==> src/common/cfm_pkg.sv <==
package cfm_pkg;
  // register byte offsets on the apb slave
  localparam logic [7:0] OFS_CTRL = 8'h00; // monitor enable, spi mode, delta select
  localparam logic [7:0] OFS_STATUS = 8'h04; // init done, osc flags, fault line
  localparam logic [7:0] OFS_REG_FAULT = 8'h08; // regulator uv/ov latches, clear on read
  localparam logic [7:0] OFS_SELFTEST = 8'h0C; // comparator self-test latches, clear on read
  localparam logic [7:0] OFS_GPIO_OUT = 8'h10; // pin output value and output enable
  localparam logic [7:0] OFS_SHORT = 8'h14; // pin short latches, clear on read
  localparam logic [7:0] OFS_OPEN = 8'h18; // open-wire latches, clear on read
  localparam logic [7:0] OFS_THR_FAULT = 8'h1C; // high/low threshold latches, clear on read
  localparam logic [7:0] OFS_FAST_FAULT = 8'h20; // fast charge latches, clear on read
  localparam logic [7:0] OFS_MASK = 8'h24; // threshold mask and fast charge mask
  localparam logic [7:0] OFS_ANALOG = 8'h28; // analog-input select per pin
  localparam logic [7:0] OFS_THR_BASE = 8'h40; // 7 words: pin 3..9 high/low thresholds
  // control field positions
  localparam int CTRL_CLK_MON_EN = 0;
  localparam int CTRL_SPI_MODE = 1;
  localparam int CTRL_DELTA_LSB = 4;
  localparam int THR_LOW_LSB = 0;
  localparam int THR_HIGH_LSB = 16;
  // reset values
  localparam logic [31:0] RST_CTRL = 32'h0000_0000;
  localparam logic [15:0] RST_THR_HIGH = 16'hFFFF;
  localparam logic [15:0] RST_THR_LOW = 16'h0000;
  // timing: 20 MHz clock, 50 ns period
  localparam int CLK_PERIOD_NS = 50;
  localparam int ECHO_FILT_NS = 1000; // output_echo_filter_time
  localparam int ECHO_FILT_CYC = (ECHO_FILT_NS + CLK_PERIOD_NS - 1) / CLK_PERIOD_NS;
  localparam int REG_FILT_NS = 2000; // regulator comparator filter time
  localparam int REG_FILT_CYC = (REG_FILT_NS + CLK_PERIOD_NS - 1) / CLK_PERIOD_NS;
  localparam int OPEN_SET_NS = 5000; // open-wire settling time
  localparam int OPEN_SET_CYC = (OPEN_SET_NS + CLK_PERIOD_NS - 1) / CLK_PERIOD_NS;
  localparam int FREQ_DIFF_PCT = 15; // clock check limit in percent
  localparam int CLK_WIN = 256; // main clock window length in redundant ticks
  localparam int STUCK_CYC = 64; // standby osc silent cycles counted as stuck
  localparam int INIT_CYC = 16; // cycles until monitor reports active
  localparam logic [15:0] OPEN_THR = 16'h0400; // open_wire_threshold
  // regulator bit index
  localparam int REG_SENSOR = 0; // sensor_reference_regulator
  localparam int REG_COMM = 1; // communication_regulator
  localparam int REG_CORE = 2; // core_regulator
  // analog conversion result from the conversion routine
  typedef struct packed {
    logic valid; // one-cycle strobe
    logic open_test; // conversion done with pulldown on, fastest_filter_option
    logic [3:0] pin; // pin number 3..9
    logic [15:0] code; // converted voltage
  } cfm_conv_t;
  // regulator comparator inputs
  typedef struct packed {
    logic [2:0] uv;
    logic [2:0] ov;
  } cfm_regcmp_t;
endpackage

==> src/design/cfm_monitor.sv <==
`timescale 1ns/100ps
// How it works
// - monitor runs once enabled, reports init done
// - main vs redundant clock over 15% flags
// - standby oscillator always watched for stuck
// - stuck standby clock kills all balancing
// - normal mode keeps serial, low power no wake
// - filtered regulator uv/ov latches, raises fault
// - core ov stops boot and balance, uv balance
// - routine can self-test regulator comparators
// - self-test fail latches, faults, forces override
// - output echo mismatch beyond filter is short
// - short latches, faults, tristates that pin
// - short latch cleared by host read
// - no short check on pin 9 as sdo
// - open: pulldown, settle, fast convert, compare
// - open check only pins 3-9 analog
// - open latches, faults, forces override
// - per-pin high, low thresholds and mask
// - fast threshold is low plus 16 times delta
// - unmasked out-of-range latches, faults, override
// - masked pin sets no high/low latch
// - below fast threshold latches unless masked
module cfm_monitor
  import cfm_pkg::*;
#(
  parameter int NPIN = 9
)(
  input wire logic pclk,
  input wire logic presetn,
  input wire logic [7:0] paddr,
  input wire logic psel,
  input wire logic penable,
  input wire logic pwrite,
  input wire logic [31:0] pwdata,
  output logic [31:0] prdata,
  output logic pready,
  output logic pslverr,
  input wire logic red_osc_tick, // redundant oscillator divided, async
  input wire logic main_osc_tick, // main oscillator divided, async
  input wire logic standby_osc, // standby oscillator divided, async
  input wire cfm_pkg::cfm_regcmp_t reg_cmp, // async comparator outputs
  input wire logic selftest_req, // routine requests comparator self test
  input wire logic [2:0] selftest_bad, // comparator did not flip in test
  input wire logic low_power, // device in a low power mode
  input wire logic [NPIN-1:0] pin_echo, // schmitt trigger echo, async
  input wire cfm_pkg::cfm_conv_t conv, // conversion results
  output logic [NPIN-1:0] pin_out, // pin output level
  output logic [NPIN-1:0] pin_oe, // pin output enable
  output logic [NPIN-1:0] open_pulldown, // open-wire pulldown current on
  output logic open_req, // ask for a fast open-wire conversion
  output logic fault_line, // shared fault line
  output logic config_override, // force routine into config override
  output logic balance_en, // balancing drivers allowed
  output logic bootstrap_en, // bootstrap allowed
  output logic wake_en // wakeup path usable
);
  import cfm_pkg::*;

  localparam int FP = 3; // first pin with analog diagnostics

  // two-flop synchroniser for all async inputs
  localparam int SW = 3 + 6 + NPIN;
  logic [SW-1:0] sync1;
  logic [SW-1:0] sync2;
  always_ff @(posedge pclk or negedge presetn)
  begin
    if (!presetn)
    begin
      sync1 <= '0;
      sync2 <= '0;
    end
    else
    begin
      sync1 <= {pin_echo, reg_cmp, standby_osc, main_osc_tick, red_osc_tick};
      sync2 <= sync1;
    end
  end
  logic red_s, main_s, stby_s;
  logic [2:0] uv_s, ov_s;
  logic [NPIN-1:0] echo_s;
  assign {echo_s, uv_s, ov_s, stby_s, main_s, red_s} = sync2;

  // edge detectors on synced ticks
  logic red_d, main_d, stby_d;
  always_ff @(posedge pclk or negedge presetn)
  begin
    if (!presetn)
    begin
      red_d <= 1'b0;
      main_d <= 1'b0;
      stby_d <= 1'b0;
    end
    else
    begin
      red_d <= red_s;
      main_d <= main_s;
      stby_d <= stby_s;
    end
  end
  wire red_edge = red_s & ~red_d;
  wire main_edge = main_s & ~main_d;

  // software registers
  logic [31:0] ctrl;
  logic [NPIN-1:0] out_val, out_en, analog_sel;
  logic [NPIN-1:0] thr_mask, fast_mask;
  logic [15:0] thr_high [FP:NPIN];
  logic [15:0] thr_low [FP:NPIN];
  // fault latches
  logic [2:0] uv_flag, ov_flag, bist_flag;
  logic osc_fail, stby_fail;
  logic [NPIN-1:0] short_flag, open_flag, high_flag, low_flag, fast_flag;

  wire wr = psel & penable & pwrite;
  wire rd = psel & penable & ~pwrite;
  // read of a clear-on-read register
  function automatic logic rd_at(input logic [7:0] a, input logic [7:0] ofs, input logic r);
    rd_at = r && (a == ofs);
  endfunction
  // fast charge threshold, saturating
  function automatic logic [15:0] fast_thr(input logic [15:0] low, input logic [3:0] sel);
    logic [16:0] s;
    s = {1'b0, low} + {9'h000, sel, 4'h0};
    fast_thr = s[16] ? 16'hFFFF : s[15:0];
  endfunction

  // control and output register writes
  always_ff @(posedge pclk or negedge presetn)
  begin
    if (!presetn)
    begin
      ctrl <= RST_CTRL;
      out_val <= '0;
      out_en <= '0;
      analog_sel <= '0;
      thr_mask <= '0;
      fast_mask <= '0;
    end
    else if (wr)
    begin
      case (paddr)
        OFS_CTRL: ctrl <= pwdata;
        OFS_GPIO_OUT:
        begin
          out_val <= pwdata[NPIN-1:0];
          out_en <= pwdata[16 +: NPIN];
        end
        OFS_MASK:
        begin
          thr_mask <= pwdata[NPIN-1:0];
          fast_mask <= pwdata[16 +: NPIN];
        end
        OFS_ANALOG: analog_sel <= pwdata[NPIN-1:0];
        default: ;
      endcase
    end
  end

  // threshold words, one per analog pin
  always_ff @(posedge pclk or negedge presetn)
  begin
    if (!presetn)
    begin
      for (int i = FP; i <= NPIN; i++)
      begin
        thr_high[i] <= RST_THR_HIGH;
        thr_low[i] <= RST_THR_LOW;
      end
    end
    else if (wr)
    begin
      for (int i = FP; i <= NPIN; i++)
      begin
        if (paddr == OFS_THR_BASE + 8'(4 * (i - FP)))
        begin
          thr_high[i] <= pwdata[THR_HIGH_LSB +: 16];
          thr_low[i] <= pwdata[THR_LOW_LSB +: 16];
        end
      end
    end
  end

  // monitor start-up, only once enabled
  logic [4:0] init_cnt;
  logic init_done;
  always_ff @(posedge pclk or negedge presetn)
  begin
    if (!presetn)
    begin
      init_cnt <= '0;
      init_done <= 1'b0;
    end
    else if (!ctrl[CTRL_CLK_MON_EN])
    begin
      init_cnt <= '0;
      init_done <= 1'b0;
    end
    else if (init_cnt == 5'(INIT_CYC))
      init_done <= 1'b1;
    else
      init_cnt <= init_cnt + 5'd1;
  end

  // count main ticks in a window of redundant ticks
  localparam logic [9:0] LIM_HI = 10'(CLK_WIN + CLK_WIN * FREQ_DIFF_PCT / 100);
  localparam logic [9:0] LIM_LO = 10'(CLK_WIN - CLK_WIN * FREQ_DIFF_PCT / 100);
  logic [8:0] win_cnt;
  logic [9:0] main_cnt;
  logic osc_bad;
  always_ff @(posedge pclk or negedge presetn)
  begin
    if (!presetn)
    begin
      win_cnt <= '0;
      main_cnt <= '0;
    end
    else if (!init_done)
    begin
      win_cnt <= '0;
      main_cnt <= '0;
    end
    else if (red_edge && win_cnt == 9'(CLK_WIN - 1))
    begin
      win_cnt <= '0;
      main_cnt <= {9'h000, main_edge};
    end
    else
    begin
      if (red_edge)
        win_cnt <= win_cnt + 9'd1;
      if (main_edge && main_cnt != 10'h3FF)
        main_cnt <= main_cnt + 10'd1;
    end
  end
  // window end checks the count; an overrun fails at once
  assign osc_bad = init_done && ((main_cnt > LIM_HI) ||
    (red_edge && win_cnt == 9'(CLK_WIN - 1) && main_cnt < LIM_LO));

  // standby stuck detector, never gated by mode
  logic [6:0] stby_cnt;
  always_ff @(posedge pclk or negedge presetn)
  begin
    if (!presetn)
      stby_cnt <= '0;
    else if (stby_s != stby_d)
      stby_cnt <= '0;
    else if (stby_cnt != 7'(STUCK_CYC))
      stby_cnt <= stby_cnt + 7'd1;
  end
  wire stby_bad = (stby_cnt == 7'(STUCK_CYC));

  // regulator filters: condition must outlast the filter
  logic [6:0] uv_cnt [3];
  logic [6:0] ov_cnt [3];
  always_ff @(posedge pclk or negedge presetn)
  begin
    if (!presetn)
    begin
      for (int r = 0; r < 3; r++)
      begin
        uv_cnt[r] <= '0;
        ov_cnt[r] <= '0;
      end
    end
    else
    begin
      for (int r = 0; r < 3; r++)
      begin
        uv_cnt[r] <= !uv_s[r] ? 7'd0 :
          (uv_cnt[r] == 7'(REG_FILT_CYC)) ? uv_cnt[r] : uv_cnt[r] + 7'd1;
        ov_cnt[r] <= !ov_s[r] ? 7'd0 :
          (ov_cnt[r] == 7'(REG_FILT_CYC)) ? ov_cnt[r] : ov_cnt[r] + 7'd1;
      end
    end
  end

  // echo filters per pin; pin 9 exempt while it is sdo
  logic [4:0] echo_cnt [NPIN];
  logic [NPIN-1:0] short_hit, echo_chk;
  always_comb
  begin
    for (int p = 0; p < NPIN; p++)
    begin
      echo_chk[p] = out_en[p] && !short_flag[p] && !analog_sel[p];
      if (p == NPIN - 1 && ctrl[CTRL_SPI_MODE])
        echo_chk[p] = 1'b0;
      short_hit[p] = echo_cnt[p] == 5'(ECHO_FILT_CYC);
    end
  end
  always_ff @(posedge pclk or negedge presetn)
  begin
    if (!presetn)
    begin
      for (int p = 0; p < NPIN; p++)
        echo_cnt[p] <= '0;
    end
    else
    begin
      for (int p = 0; p < NPIN; p++)
      begin
        if (!echo_chk[p] || echo_s[p] == out_val[p])
          echo_cnt[p] <= '0;
        else if (!short_hit[p])
          echo_cnt[p] <= echo_cnt[p] + 5'd1;
      end
    end
  end

  // open-wire sequence: pulldown, settle, fast conversion
  typedef enum {OW_IDLE, OW_SETTLE, OW_CONV} cfm_ow_t;
  cfm_ow_t ow_state;
  logic [3:0] ow_pin;
  logic [7:0] ow_cnt;
  always_ff @(posedge pclk or negedge presetn)
  begin
    if (!presetn)
    begin
      ow_state <= OW_IDLE;
      ow_pin <= 4'(FP);
      ow_cnt <= '0;
      open_pulldown <= '0;
      open_req <= 1'b0;
    end
    else
    begin
      case (ow_state)
        OW_IDLE:
        begin
          ow_pin <= (ow_pin >= 4'(NPIN)) ? 4'(FP) : ow_pin + 4'd1;
          if (analog_sel[ow_pin - 4'd1] && ow_pin >= 4'(FP))
          begin
            open_pulldown[ow_pin - 4'd1] <= 1'b1;
            ow_pin <= ow_pin;
            ow_cnt <= '0;
            ow_state <= OW_SETTLE;
          end
        end
        OW_SETTLE:
          if (ow_cnt == 8'(OPEN_SET_CYC))
          begin
            open_req <= 1'b1;
            ow_state <= OW_CONV;
          end
          else
            ow_cnt <= ow_cnt + 8'd1;
        OW_CONV:
          if (conv.valid && conv.open_test)
          begin
            open_req <= 1'b0;
            open_pulldown <= '0;
            ow_pin <= (ow_pin >= 4'(NPIN)) ? 4'(FP) : ow_pin + 4'd1;
            ow_state <= OW_IDLE;
          end
        default: ow_state <= OW_IDLE;
      endcase
    end
  end

  // conversion evaluation
  wire [3:0] cp = conv.pin;
  wire conv_ok = conv.valid && cp >= 4'(FP) && cp <= 4'(NPIN) && analog_sel[cp - 4'd1];
  wire [15:0] c_high = thr_high[cp];
  wire [15:0] c_low = thr_low[cp];
  wire [15:0] c_fast = fast_thr(c_low, ctrl[CTRL_DELTA_LSB +: 4]);

  // fault latches: set wins over the read clear
  always_ff @(posedge pclk or negedge presetn)
  begin
    if (!presetn)
    begin
      {uv_flag, ov_flag, bist_flag, osc_fail, stby_fail} <= '0;
      {short_flag, open_flag, high_flag, low_flag, fast_flag} <= '0;
    end
    else
    begin
      if (rd_at(paddr, OFS_STATUS, rd)) {osc_fail, stby_fail} <= 2'b00;
      if (rd_at(paddr, OFS_REG_FAULT, rd)) {uv_flag, ov_flag} <= '0;
      if (rd_at(paddr, OFS_SELFTEST, rd)) bist_flag <= '0;
      if (rd_at(paddr, OFS_SHORT, rd)) short_flag <= '0;
      if (rd_at(paddr, OFS_OPEN, rd)) open_flag <= '0;
      if (rd_at(paddr, OFS_THR_FAULT, rd)) {high_flag, low_flag} <= '0;
      if (rd_at(paddr, OFS_FAST_FAULT, rd)) fast_flag <= '0;
      if (osc_bad) osc_fail <= 1'b1;
      if (stby_bad) stby_fail <= 1'b1;
      for (int r = 0; r < 3; r++)
      begin
        if (uv_cnt[r] == 7'(REG_FILT_CYC)) uv_flag[r] <= 1'b1;
        if (ov_cnt[r] == 7'(REG_FILT_CYC)) ov_flag[r] <= 1'b1;
        if (selftest_req && selftest_bad[r]) bist_flag[r] <= 1'b1;
      end
      for (int p = 0; p < NPIN; p++)
        if (short_hit[p]) short_flag[p] <= 1'b1;
      if (conv_ok && conv.open_test && conv.code < OPEN_THR)
        open_flag[cp - 4'd1] <= 1'b1;
      if (conv_ok && !conv.open_test && !thr_mask[cp - 4'd1])
      begin
        if (conv.code > c_high) high_flag[cp - 4'd1] <= 1'b1;
        if (conv.code < c_low) low_flag[cp - 4'd1] <= 1'b1;
      end
      if (conv_ok && !conv.open_test && !fast_mask[cp - 4'd1] && conv.code < c_fast)
        fast_flag[cp - 4'd1] <= 1'b1;
    end
  end

  // registered outputs
  wire any_fault = |{uv_flag, ov_flag, bist_flag, osc_fail, stby_fail, short_flag,
    open_flag, high_flag, low_flag, fast_flag};
  always_ff @(posedge pclk or negedge presetn)
  begin
    if (!presetn)
    begin
      fault_line <= 1'b0;
      config_override <= 1'b0;
      balance_en <= 1'b0;
      bootstrap_en <= 1'b0;
      wake_en <= 1'b1;
      pin_out <= '0;
      pin_oe <= '0;
    end
    else
    begin
      fault_line <= any_fault;
      config_override <= |{bist_flag, open_flag, high_flag, low_flag, fast_flag};
      balance_en <= !stby_fail && !uv_flag[REG_CORE] && !ov_flag[REG_CORE];
      bootstrap_en <= !ov_flag[REG_CORE];
      // stuck in low power loses the wake path; serial stays
      if (stby_bad && low_power) wake_en <= 1'b0;
      pin_out <= out_val;
      pin_oe <= out_en & ~short_flag & ~analog_sel;
    end
  end

  // apb read mux, zero wait state
  logic [31:0] next_prdata;
  always_comb
  begin
    next_prdata = '0;
    case (paddr)
      OFS_CTRL: next_prdata = ctrl;
      OFS_STATUS: next_prdata = {26'h0, fault_line, wake_en, stby_fail, osc_fail,
        ctrl[CTRL_CLK_MON_EN], init_done};
      OFS_REG_FAULT: next_prdata = {26'h0, ov_flag, uv_flag};
      OFS_SELFTEST: next_prdata = {29'h0, bist_flag};
      OFS_GPIO_OUT: next_prdata = {7'h0, out_en, 7'h0, out_val};
      OFS_SHORT: next_prdata = {23'h0, short_flag};
      OFS_OPEN: next_prdata = {23'h0, open_flag};
      OFS_THR_FAULT: next_prdata = {7'h0, low_flag, 7'h0, high_flag};
      OFS_FAST_FAULT: next_prdata = {23'h0, fast_flag};
      OFS_MASK: next_prdata = {7'h0, fast_mask, 7'h0, thr_mask};
      OFS_ANALOG: next_prdata = {23'h0, analog_sel};
      default:
        for (int i = FP; i <= NPIN; i++)
          if (paddr == OFS_THR_BASE + 8'(4 * (i - FP)))
            next_prdata = {thr_high[i], thr_low[i]};
    endcase
  end
  assign prdata = next_prdata;
  assign pready = 1'b1;
  assign pslverr = 1'b0;
endmodule

==> config.mk <==
export PLATFORM = sky130hd
export DESIGN_NAME = cfm_monitor
export DESIGN_NICKNAME = d
export VERILOG_FILES = /design/src/common/cfm_pkg.sv /design/src/design/cfm_monitor.sv
export SDC_FILE = /design/constraint.sdc
export NUM_CORES = 1
export LEC_CHECK = 0
export BUFFER_PORTS_ARGS = -buffer_cell sky130_fd_sc_hd__buf_2
export CORE_ASPECT_RATIO = 2
export CORE_MARGIN = 4
export CORE_UTILIZATION = 57
export DETAILED_ROUTE_END_ITERATION = 7
export PLACE_DENSITY_LB_ADDON = 0.1
export SLEW_MARGIN = 20
export SYNTH_ARGS = -nofsm -noshare
export SYNTH_HDL_FRONTEND = slang
export SYNTH_SLANG_ARGS = --single-unit
==> constraint.sdc <==
create_clock -name pclk -period 11.15 [get_ports pclk]
set_clock_uncertainty 0.15 [all_clocks]
set_input_delay 1.115 -clock pclk [delete_from_list [all_inputs] [get_ports pclk]]
set_output_delay 1.115 -clock pclk [all_outputs]
set_load 0.005 [all_outputs]
[Word-level counts from Yosys, hierarchy flattened]
Index checks and enable logic that the tools add are counted.
Word-level totals
  input bits: 90
  output and inout port bits: 67
  word-level logic and storage cells: 468
  bits in registers: 592
Cells by class
  bitwise logic cells: 18
  reductions and logical operators: 135
  magnitude comparators: 15
  eq/ne operators: 74
  add/subtract/negate cells: 24
  muxes and demuxes: 121
Operators by type and width (count)
  32-bit one-hot mux with 11 select lines: 1
  32-bit 2-to-1 mux: 10
  9-bit 2-to-1 mux: 16
  16-bit binary-select mux with 4-bit select: 2
  5-bit 2-to-1 mux: 20
  7-bit 2-to-1 mux: 14
  32-bit one-hot mux with 3 select lines: 1
  16-bit 2-to-1 mux: 5
  8-bit by 7-bit == test with 1-bit output, second input constant: 8
  56-bit OR reduction: 1
  5-bit by 1-bit adder with 5-bit output, second input constant: 10
  5-bit == test, second input constant: 10
  7-bit by 1-bit adder with 7-bit output, second input constant: 7
  1-bit logical AND: 48
  2-bit nonzero test: 24
  9-bit OR: 5
  7-bit by 6-bit == test with 1-bit output, second input constant: 6
  39-bit OR reduction: 1
  1-bit zero test: 33
  32-bit by 1-bit == test with 1-bit output, second input constant: 1
  32-bit by 2-bit == test with 1-bit output, second input constant: 1
  8-bit by 5-bit == test with 1-bit output, second input constant: 4
  32-bit zero test: 1
  16-bit < comparator: 2
  other kinds (49): 156

[Depth between registers and ports, before layout]
Gate-level depths: netlist of the first run.
  depth after elaboration: 9
  depth in mapped cells: 28

[Least setup slack after synthesis of the first run]
OpenSTA, ideal clock, no wires.
  kind: input -> register
  start: input port conv[16] in the netlist's numbering
  end: register fast_flag[7]
  library setup time: 0.077 ns
  data arrival time: 6.389 ns
  stages on the path: 27
  slack: 4.534 ns
  cells stage by stage: buf_6 buf_12 buf_2 buf_6 buf_4 buf_4 buf_4 mux2i_1 o221a_2 inv_1 ha_1 fa_1 a21o_1 a21o_1 o21ai_0 nor4_2 and3_1 buf_4 nor2_1 ha_1 a21o_1 a221o_1 a2111o_1 a2111oi_4 buf_6 nand2_2 o21ai_2
On the way
  cells in the longest elaborated chain, start to end: 9
Ends and longest elaborated chain
  start: declaration: RTL line cfm_monitor.sv:47  | input wire cfm_pkg::cfm_conv_t conv,
  4-bit inverter with 5-bit output (not written as such): RTL line cfm_monitor.sv:364  | wire [15:0] c_low = thr_low[cp];
  16-bit binary-select mux with 4-bit select: RTL line cfm_monitor.sv:364
  16-bit 2-to-1 mux (not written as such) (2 in series): RTL line cfm_monitor.sv:364
  16-bit by 8-bit adder with 17-bit output: RTL line cfm_monitor.sv:124  | s = {1'b0, low} + {9'h000, sel, 4'h0};
  16-bit 2-to-1 mux: RTL line cfm_monitor.sv:125  | fast_thr = s[16] ? 16'hFFFF : s[15:0];
  16-bit < comparator: RTL line cfm_monitor.sv:401  | if (conv_ok && !conv.open_test && !fast_mask[cp - 4'd1] && conv.code < c_fast)
  1-bit logical AND: RTL line cfm_monitor.sv:401
  9-bit 2-to-1 mux (*): RTL line cfm_monitor.sv:401
  end signal: assignment: RTL line cfm_monitor.sv:373  | {short_flag, open_flag, high_flag, low_flag, fast_flag} <= '0;
  end signal: assignment: RTL line cfm_monitor.sv:383  | if (rd_at(paddr, OFS_FAST_FAULT, rd)) fast_flag <= '0;
  end signal: indexed assignment: RTL line cfm_monitor.sv:402  | fast_flag[cp - 4'd1] <= 1'b1;
  end: declaration: RTL line cfm_monitor.sv:113  | logic [NPIN-1:0] short_flag, open_flag, high_flag, low_flag, fast_flag;
Every way passes the cells marked *; elsewhere a longest branch is shown, timed or not. The select of a mux whose other input is x is not followed.
A chain may end at the register's enable or synchronous reset.

[Worst setup path after layout of the first run]
  start: input port conv[16] in the netlist's numbering
  end: register fast_flag[0]
Same word-level chain as after synthesis.

==> results of run 1 <==
-- worst max-delay path, cell delays in order --
cell and delay, ps:
buf_4 390, buf_4 620, nor4bb_4 310, buf_4 310
nand2_1 100, o221a_2 150, inv_1 60, ha_1 180
fa_1 220, a21o_1 150, a21o_1 180, o21ai_0 130
nor4_2 420, and3_1 530, nor2_1 110, ha_1 310
and2_0 190, a221o_1 310, a2111o_1 480, a2111oi_4 840
a32oi_1 230, o21ai_1 150
-- power breakdown --
part / internal (W) / leakage, nW / switching (W)
clock: 0.000983 / 0.819 / 0.000789
combinational: 0.000123 / 6.20 / 0.000223
sequential: 0.00210 / 7.20 / 0.0000534
-- cells by family after synthesis --
family                     after synthesis
muxes                                  395
other                                    2
buffers and inverters                  184
adders and majority gates               99
and+or+nand+nor                        611
DFF                                    562
AOI/OAI and AO/OA                      450
xor gates and xnor gates               109
-- metrics by stage --
stage | power (W) | setup WS, ps
after floorplan | 0.00238 | 4530
after global placement | 0.00253 | 3720
after detailed placement | 0.00254 | 3510
after CTS | 0.00430 | 4100
after global routing | 0.00443 | 3610
final | 0.00427 | 4000
-- sequential cells by signal (all words and copies together), names as in the netlist, 10 cells and up --
signal and flops:
main_cnt 10, ctrl 32, ov_cnt 21, echo_cnt 45, thr_high 112, sync1 18
sync2 18, uv_cnt 21, thr_low 112
-- worst paths after layout --
path                                         start                       to
max in group asynchronous                  presetn  thr_low[11]$_DFFE_PN0P_
hold reg to reg                 sync1[7]$_DFF_PN0_       sync2[7]$_DFF_PN0_
setup / recovery                          conv[16]   fast_flag[0]$_DFF_PN0_
setup reg to reg           thr_low[54]$_DFFE_PN0P_   fast_flag[0]$_DFF_PN0_
hold / removal                  sync1[7]$_DFF_PN0_       sync2[7]$_DFF_PN0_
min in group asynchronous                  presetn       sync2[3]$_DFF_PN0_
-- synthesized netlist by cell type (12+ instances only) --
cell type    n
mux4_2      28
nand3_1     72
mux2_1      16
mux2i_1     54
nor2_1     155
xor2_1      56
clkbuf_1    48
nand2_1    156
dfstp_2    115
or3_1       12
a22o_1      22
nor4_1      16
and2_1      28
a22oi_1    153
dfrtp_1    447
and3_1      17
xnor2_1     53
nor2b_1     13
a21oi_1     63
inv_1       65
a21o_1      17
ha_1        98
buf_1       43
nor3_1      19
nor3b_1     22
a222oi_1    22
o22a_1      17
o21ai_0     39
a31oi_1     14
mux2_2     297
buf_2       15
nand4_1     31
-- final cells by class --
cell class | count | share of cell area [%]
Clock inverter | 26 | 0.834
Multi-Input combinational cell | 1666 | 42.8
Antenna cell | 2 | 0.0160
Clock buffer | 65 | 4.37
Timing Repair Buffer | 187 | 3.33
Inverter | 65 | 0.778
Sequential cell | 562 | 45.3
Tap cell | 643 | 2.57
-- routing by layer --
metal	vias to the layer above	wire (um)	GRT usage [%]
li1	9154	-	-
met1	10600	29600	33.9
met2	934	44400	57.0
met3	334	4920	4.99
met4	0	6870	21.1
met5	-	0	0
==> results.md, run 1 <==
- Outcome: finished clean
- Commonest non-fill, non-tap cell in the layout: dfrtp_1
- Worst-Skew Late Latency: 600 ps
- Net count after synthesis: 2,601
- Grt ovf: 0
- Root buf cell: clkbuf_16
- Via count: 21.0k
- Layout cells sized above 1: 29.2%
- Fmax: 140 MHz
- Biggest area consumer among synthesized cells: dfrtp_1
- Pre-antenna DRT Iters: 6
- Syn Inst Count: 2,412
- Min Tclk post-route: 7150 ps
- CTS hold repair buffers: 0
- Max-slew violations: 0
- H-tree levels: 2
- Crit Path Class: input port to flop
- GRT Util Overall: 31.5%
- Routed len/inst: 26.7 um
- Sequential Area: 14,200 sq um
- Multi-input gate area: 13,400 sq um
- Initial antenna violation count: 0
- Post-CTS Setup Bufs: 0
- I/O pin count: 157
- Final std cell area, no fill: 31,300 sq um
- Die height: 323 um
- CP Capture Type: flop
- Initial DRC count: 1,929
- Tcrit/Tclk final: 64.1%
- Worst-path maximum fanout: 35
- Mapped cell area: 28,400 sq um
- Worst path arrival time: 7510 ps
- Antenna-violating nets left: 0
- Complex-gate fraction of the synthesized area: 11.7%
- Routed wire length: 85.7 mm
- Setup TNS: 0 ps
- Post-CTS resize count: 0
- Async SR Flop Fraction: 100%
- DR vias/cell: 6.53
- Post-synthesis adder-cell area fraction: 4.40%
- Max-cap check violation count: 0
- Die footprint: 53,600 sq um
- Routability Congestion: 0.961
- Hold slack: 197 ps
- Synth warn: 0
- Synthesized flop and latch total: 562
- CTS tree: done
- Syn Area/Cell: 11.8 sq um
- I/O Buffers: 154
- Initial Util: 57.6%
- Worst EP required: 11,510 ps
- Share of the synthesized area in the top cell type: 39.5%
- DP Area: 29,700 sq um
- Cts bufs inserted: 50
- Hpwl dp: 60.2 mm
- Static leakage: 14.2 nW
- Slew @ Worst Pin: 1050 ps
- Synthesis-to-layout area growth: 10.6%
- Post-Synth Simple-Gate Area: 11.0%
- Fillers: 3,941
- Hold Crit Depth: 0
- Largest net degree at the start of global routing: 171
- Residual DRC: 0
- Utilization after layout: 63.7%
- Xor/xnor share of the synthesized area: 3.37%
- Power density over the cells: 136 nW/um^2
- Critical path launch point type: input port
- Clk pin slew, worst setup/hold paths: 70 ps
- First-pass GRT wire length: 131 mm
- Finished Layout Cells: 3,216
- Layout net count: 2,721
- Main combinational cell family by area after synthesis: multiplexers
- Max Root-Sink Buffers: 3
- Synth Flop Type: dfrtp_1
- RSZ-0062 raised after global routing: false
- Synth top area cells: dfrtp_1 (39%), mux2_2 (12%), dfstp_2 (11%)
- Post-synth EDFFs: 0
- Worst min path class: flop to flop
- Reg2reg path depth: 18
- Core area: 49,200 sq um
- Slew margin rel.: 29.6%
- CTS sink cnt: 562
- Die width: 166 um
- Sequential area share after synthesis: 50.1%
- Row cnt: 115
- Final hold vios: 0
- Placed Instances: 3,123
- Mux share of post-synthesis cell area: 16.6%
- Highest-count cells in the layout ignoring fill and taps: dfrtp_1 (447), mux2_2 (297), nand2_1 (156)
- Reg2Reg Setup Slack: 5470 ps
- Worst VDD drop: 133 uV
- Vias in the first global route: 22.1k
- Final setup viols: 0
- Netlist cell types: 89
Note: power is estimated with default switching activity, not from simulation.
==> run 2: changes to the inputs <==
Settings changed: CORE_UTILIZATION 57 to 56.
Clock period 11.15 ns to 6.41 ns, I/O delays scaled along.
==> run 2 against run 1 <==
Effect of this change: the flow now finishes with violations (DRC); core utilization shrank 0.13 points; sequential share of layout area shrank 0.69 points; final area grew 1.5%; cell count grew 0.81%; clock-buffer cell count increased by 7; worst hold slack worse by 170 ps; critical endpoint is now fast_flag[8]$_DFF_PN0_; largest power group unchanged.
==> results.md, run 2 (synthesized netlist as in run 1, its figures left out) <==
- Initial Util: 56.6%
- Critical-path top delay cell: and3_1
- CTS tree: done
- Crit Path Class: input port to flop
- Max-slew violations: 0
- Root buf cell: clkbuf_16
- CP most frequent cell: a21o_1
- Layout net count: 2,741
- Outcome: finished with violations
- Pre-antenna DRT Iters: 8
- Layout cells sized above 1: 29.4%
- Highest-count cells in the layout ignoring fill and taps: dfrtp_1 (447), mux2_2 (297), nand2_1 (154)
- I/O pin count: 157
- CTS sink cnt: 562
- Clk pin slew, worst setup/hold paths: 70 ps
- RSZ-0062 raised after global routing: false
- Row cnt: 116
- Die footprint: 54,500 sq um
- DR vias/cell: 6.54
- Largest net degree at the start of global routing: 170
- Worst path arrival time: 5670 ps
- Finished Layout Cells: 3,242
- Cts bufs inserted: 50
- WP buf/inv: 3
- Fillers: 3,969
- Setup TNS: 0 ps
- Top flop regs: thr_high x112, thr_low x112, echo_cnt x45
- Static leakage: 14.4 nW
- Final hold vios: 0
- Max incr delay on CP: 540 ps
- Residual DRC: 4
- Routability Congestion: 0.979
- Tcrit/Tclk final: 82.5%
- CP Capture Type: flop
- Critical path's top delay family: compound AO/OA/AOI/OAI gates
- Slew margin rel.: 26.8%
- H-tree levels: 2
- Grt ovf: 0
- Routed wire length: 87.5 mm
- First-pass GRT wire length: 134 mm
- Sequential share of power: 48.1%
- Initial DRC count: 1,800
- Initial antenna violation count: 2
- Worst EP required: 6800 ps
- Max Root-Sink Buffers: 3
- Max-cap check violation count: 0
- Routed len/inst: 27.0 um
- Slew @ Worst Pin: 1070 ps
- Placed Instances: 3,132
- NetSw: 0.00188 W
- Worst-path maximum fanout: 18
- Worst min path class: input port to flop
- Int Power: 0.00591 W
- Share of total power in combinational logic: 8.0%
- Min Tclk post-route: 5290 ps
- Worst-Skew Late Latency: 620 ps
- Final setup viols: 0
- Worst VDD drop: 231 uV
- Crit path cell chain: buf_2, or3b_1, o221a_2, inv_1, ha_1, fa_1, a21o_1, a21o_1, o21ai_0, nor4_2, and3_1, nor2_1, ha_1, a21o_1, a221o_1, a2111o_1, a2111oi_4, buf_4, a32oi_1, o21ai_1
- Switch share: 24.2%
- Critical path launch point type: input port
- Core area: 50,100 sq um
- Die height: 326 um
- Die width: 167 um
- Synthesis-to-layout area growth: 12.3%
- I/O Buffers: 154
- Power density over the cells: 245 nW/um^2
- Antenna-violating nets left: 0
- Commonest non-fill, non-tap cell in the layout: dfrtp_1
- GRT Util Overall: 31.9%
- Power share of the clock group: 43.9%
- Fmax: 189 MHz
- Vias in the first global route: 22.2k
- Via count: 21.2k
- Violated checks: DRC
- Hpwl dp: 61.9 mm
==> run 2: final cells by class <==
cell class | count | area (sq um) | share of cell area [%]
sequential | 562 | 14200 | 44.6
multi-input combinational | 1666 | 13400 | 42.2
clock buffer | 72 | 1540 | 4.83
timing repair buffer | 207 | 1260 | 3.96
tap | 649 | 812 | 2.55
clock inverter | 19 | 334 | 1.05
inverter | 65 | 244 | 0.767
antenna | 2 | 5.00 | 0.0157
==> run 2: metrics by stage <==
step	power, W	cell area, sq um	hold slack [ps]	setup slack [ps]	util (%)
after floorplan	0.00413	28400	181	268	-
after global placement	0.00440	29800	182	667	59.5
after detailed placement	0.00442	29800	185	548	59.5
after CTS	0.00784	31800	28.2	1160	63.6
after global routing	0.00805	31800	23.4	809	63.6
final	0.00779	31800	27.9	1120	63.6
==> run 2: worst paths after layout <==
kind | startpoint | to | slack, ps | cells after the start
min in group asynchronous | presetn | sync2[2]$_DFF_PN0_ | 430 | 2
setup reg to reg | thr_low[38]$_DFFE_PN0P_ | fast_flag[8]$_DFF_PN0_ | 1220 | 19
hold / removal | pin_echo[2] | sync1[11]$_DFF_PN0_ | 30 | 1
setup / recovery | conv[19] | fast_flag[8]$_DFF_PN0_ | 1120 | 20
hold reg to reg | sync1[7]$_DFF_PN0_ | sync2[7]$_DFF_PN0_ | 200 | 0
max in group asynchronous | presetn | ctrl[8]$_DFFE_PN0P_ | 4180 | 3
==> run 2: repair_timing <==
action,in CTS,in global routing
setup buffers,0,0
endpoints found under the hold margin,84,0
hold buffers,17,0
gates resized for setup,0,0
==> run 2: power groups by stage <==
stage          combinational (W)  sequential [W]  clock, W
2_1_floorplan           0.000357         0.00378         0
3_3_place_gp            0.000593         0.00380         0
3_5_place_dp            0.000612         0.00381         0
4_1_cts                 0.000626         0.00374   0.00347
5_1_grt                 0.000689         0.00375   0.00361
6_report                0.000623         0.00375   0.00342
==> run 2: per-layer routing <==
layer,vias to the layer above,global-route usage (%),share of wire [%]
met5,-,0,0
met4,0,23.3,8.5
met3,323,4.32,5.2
met2,890,55.9,52
met1,10800,34.9,35
li1,9197,-,-
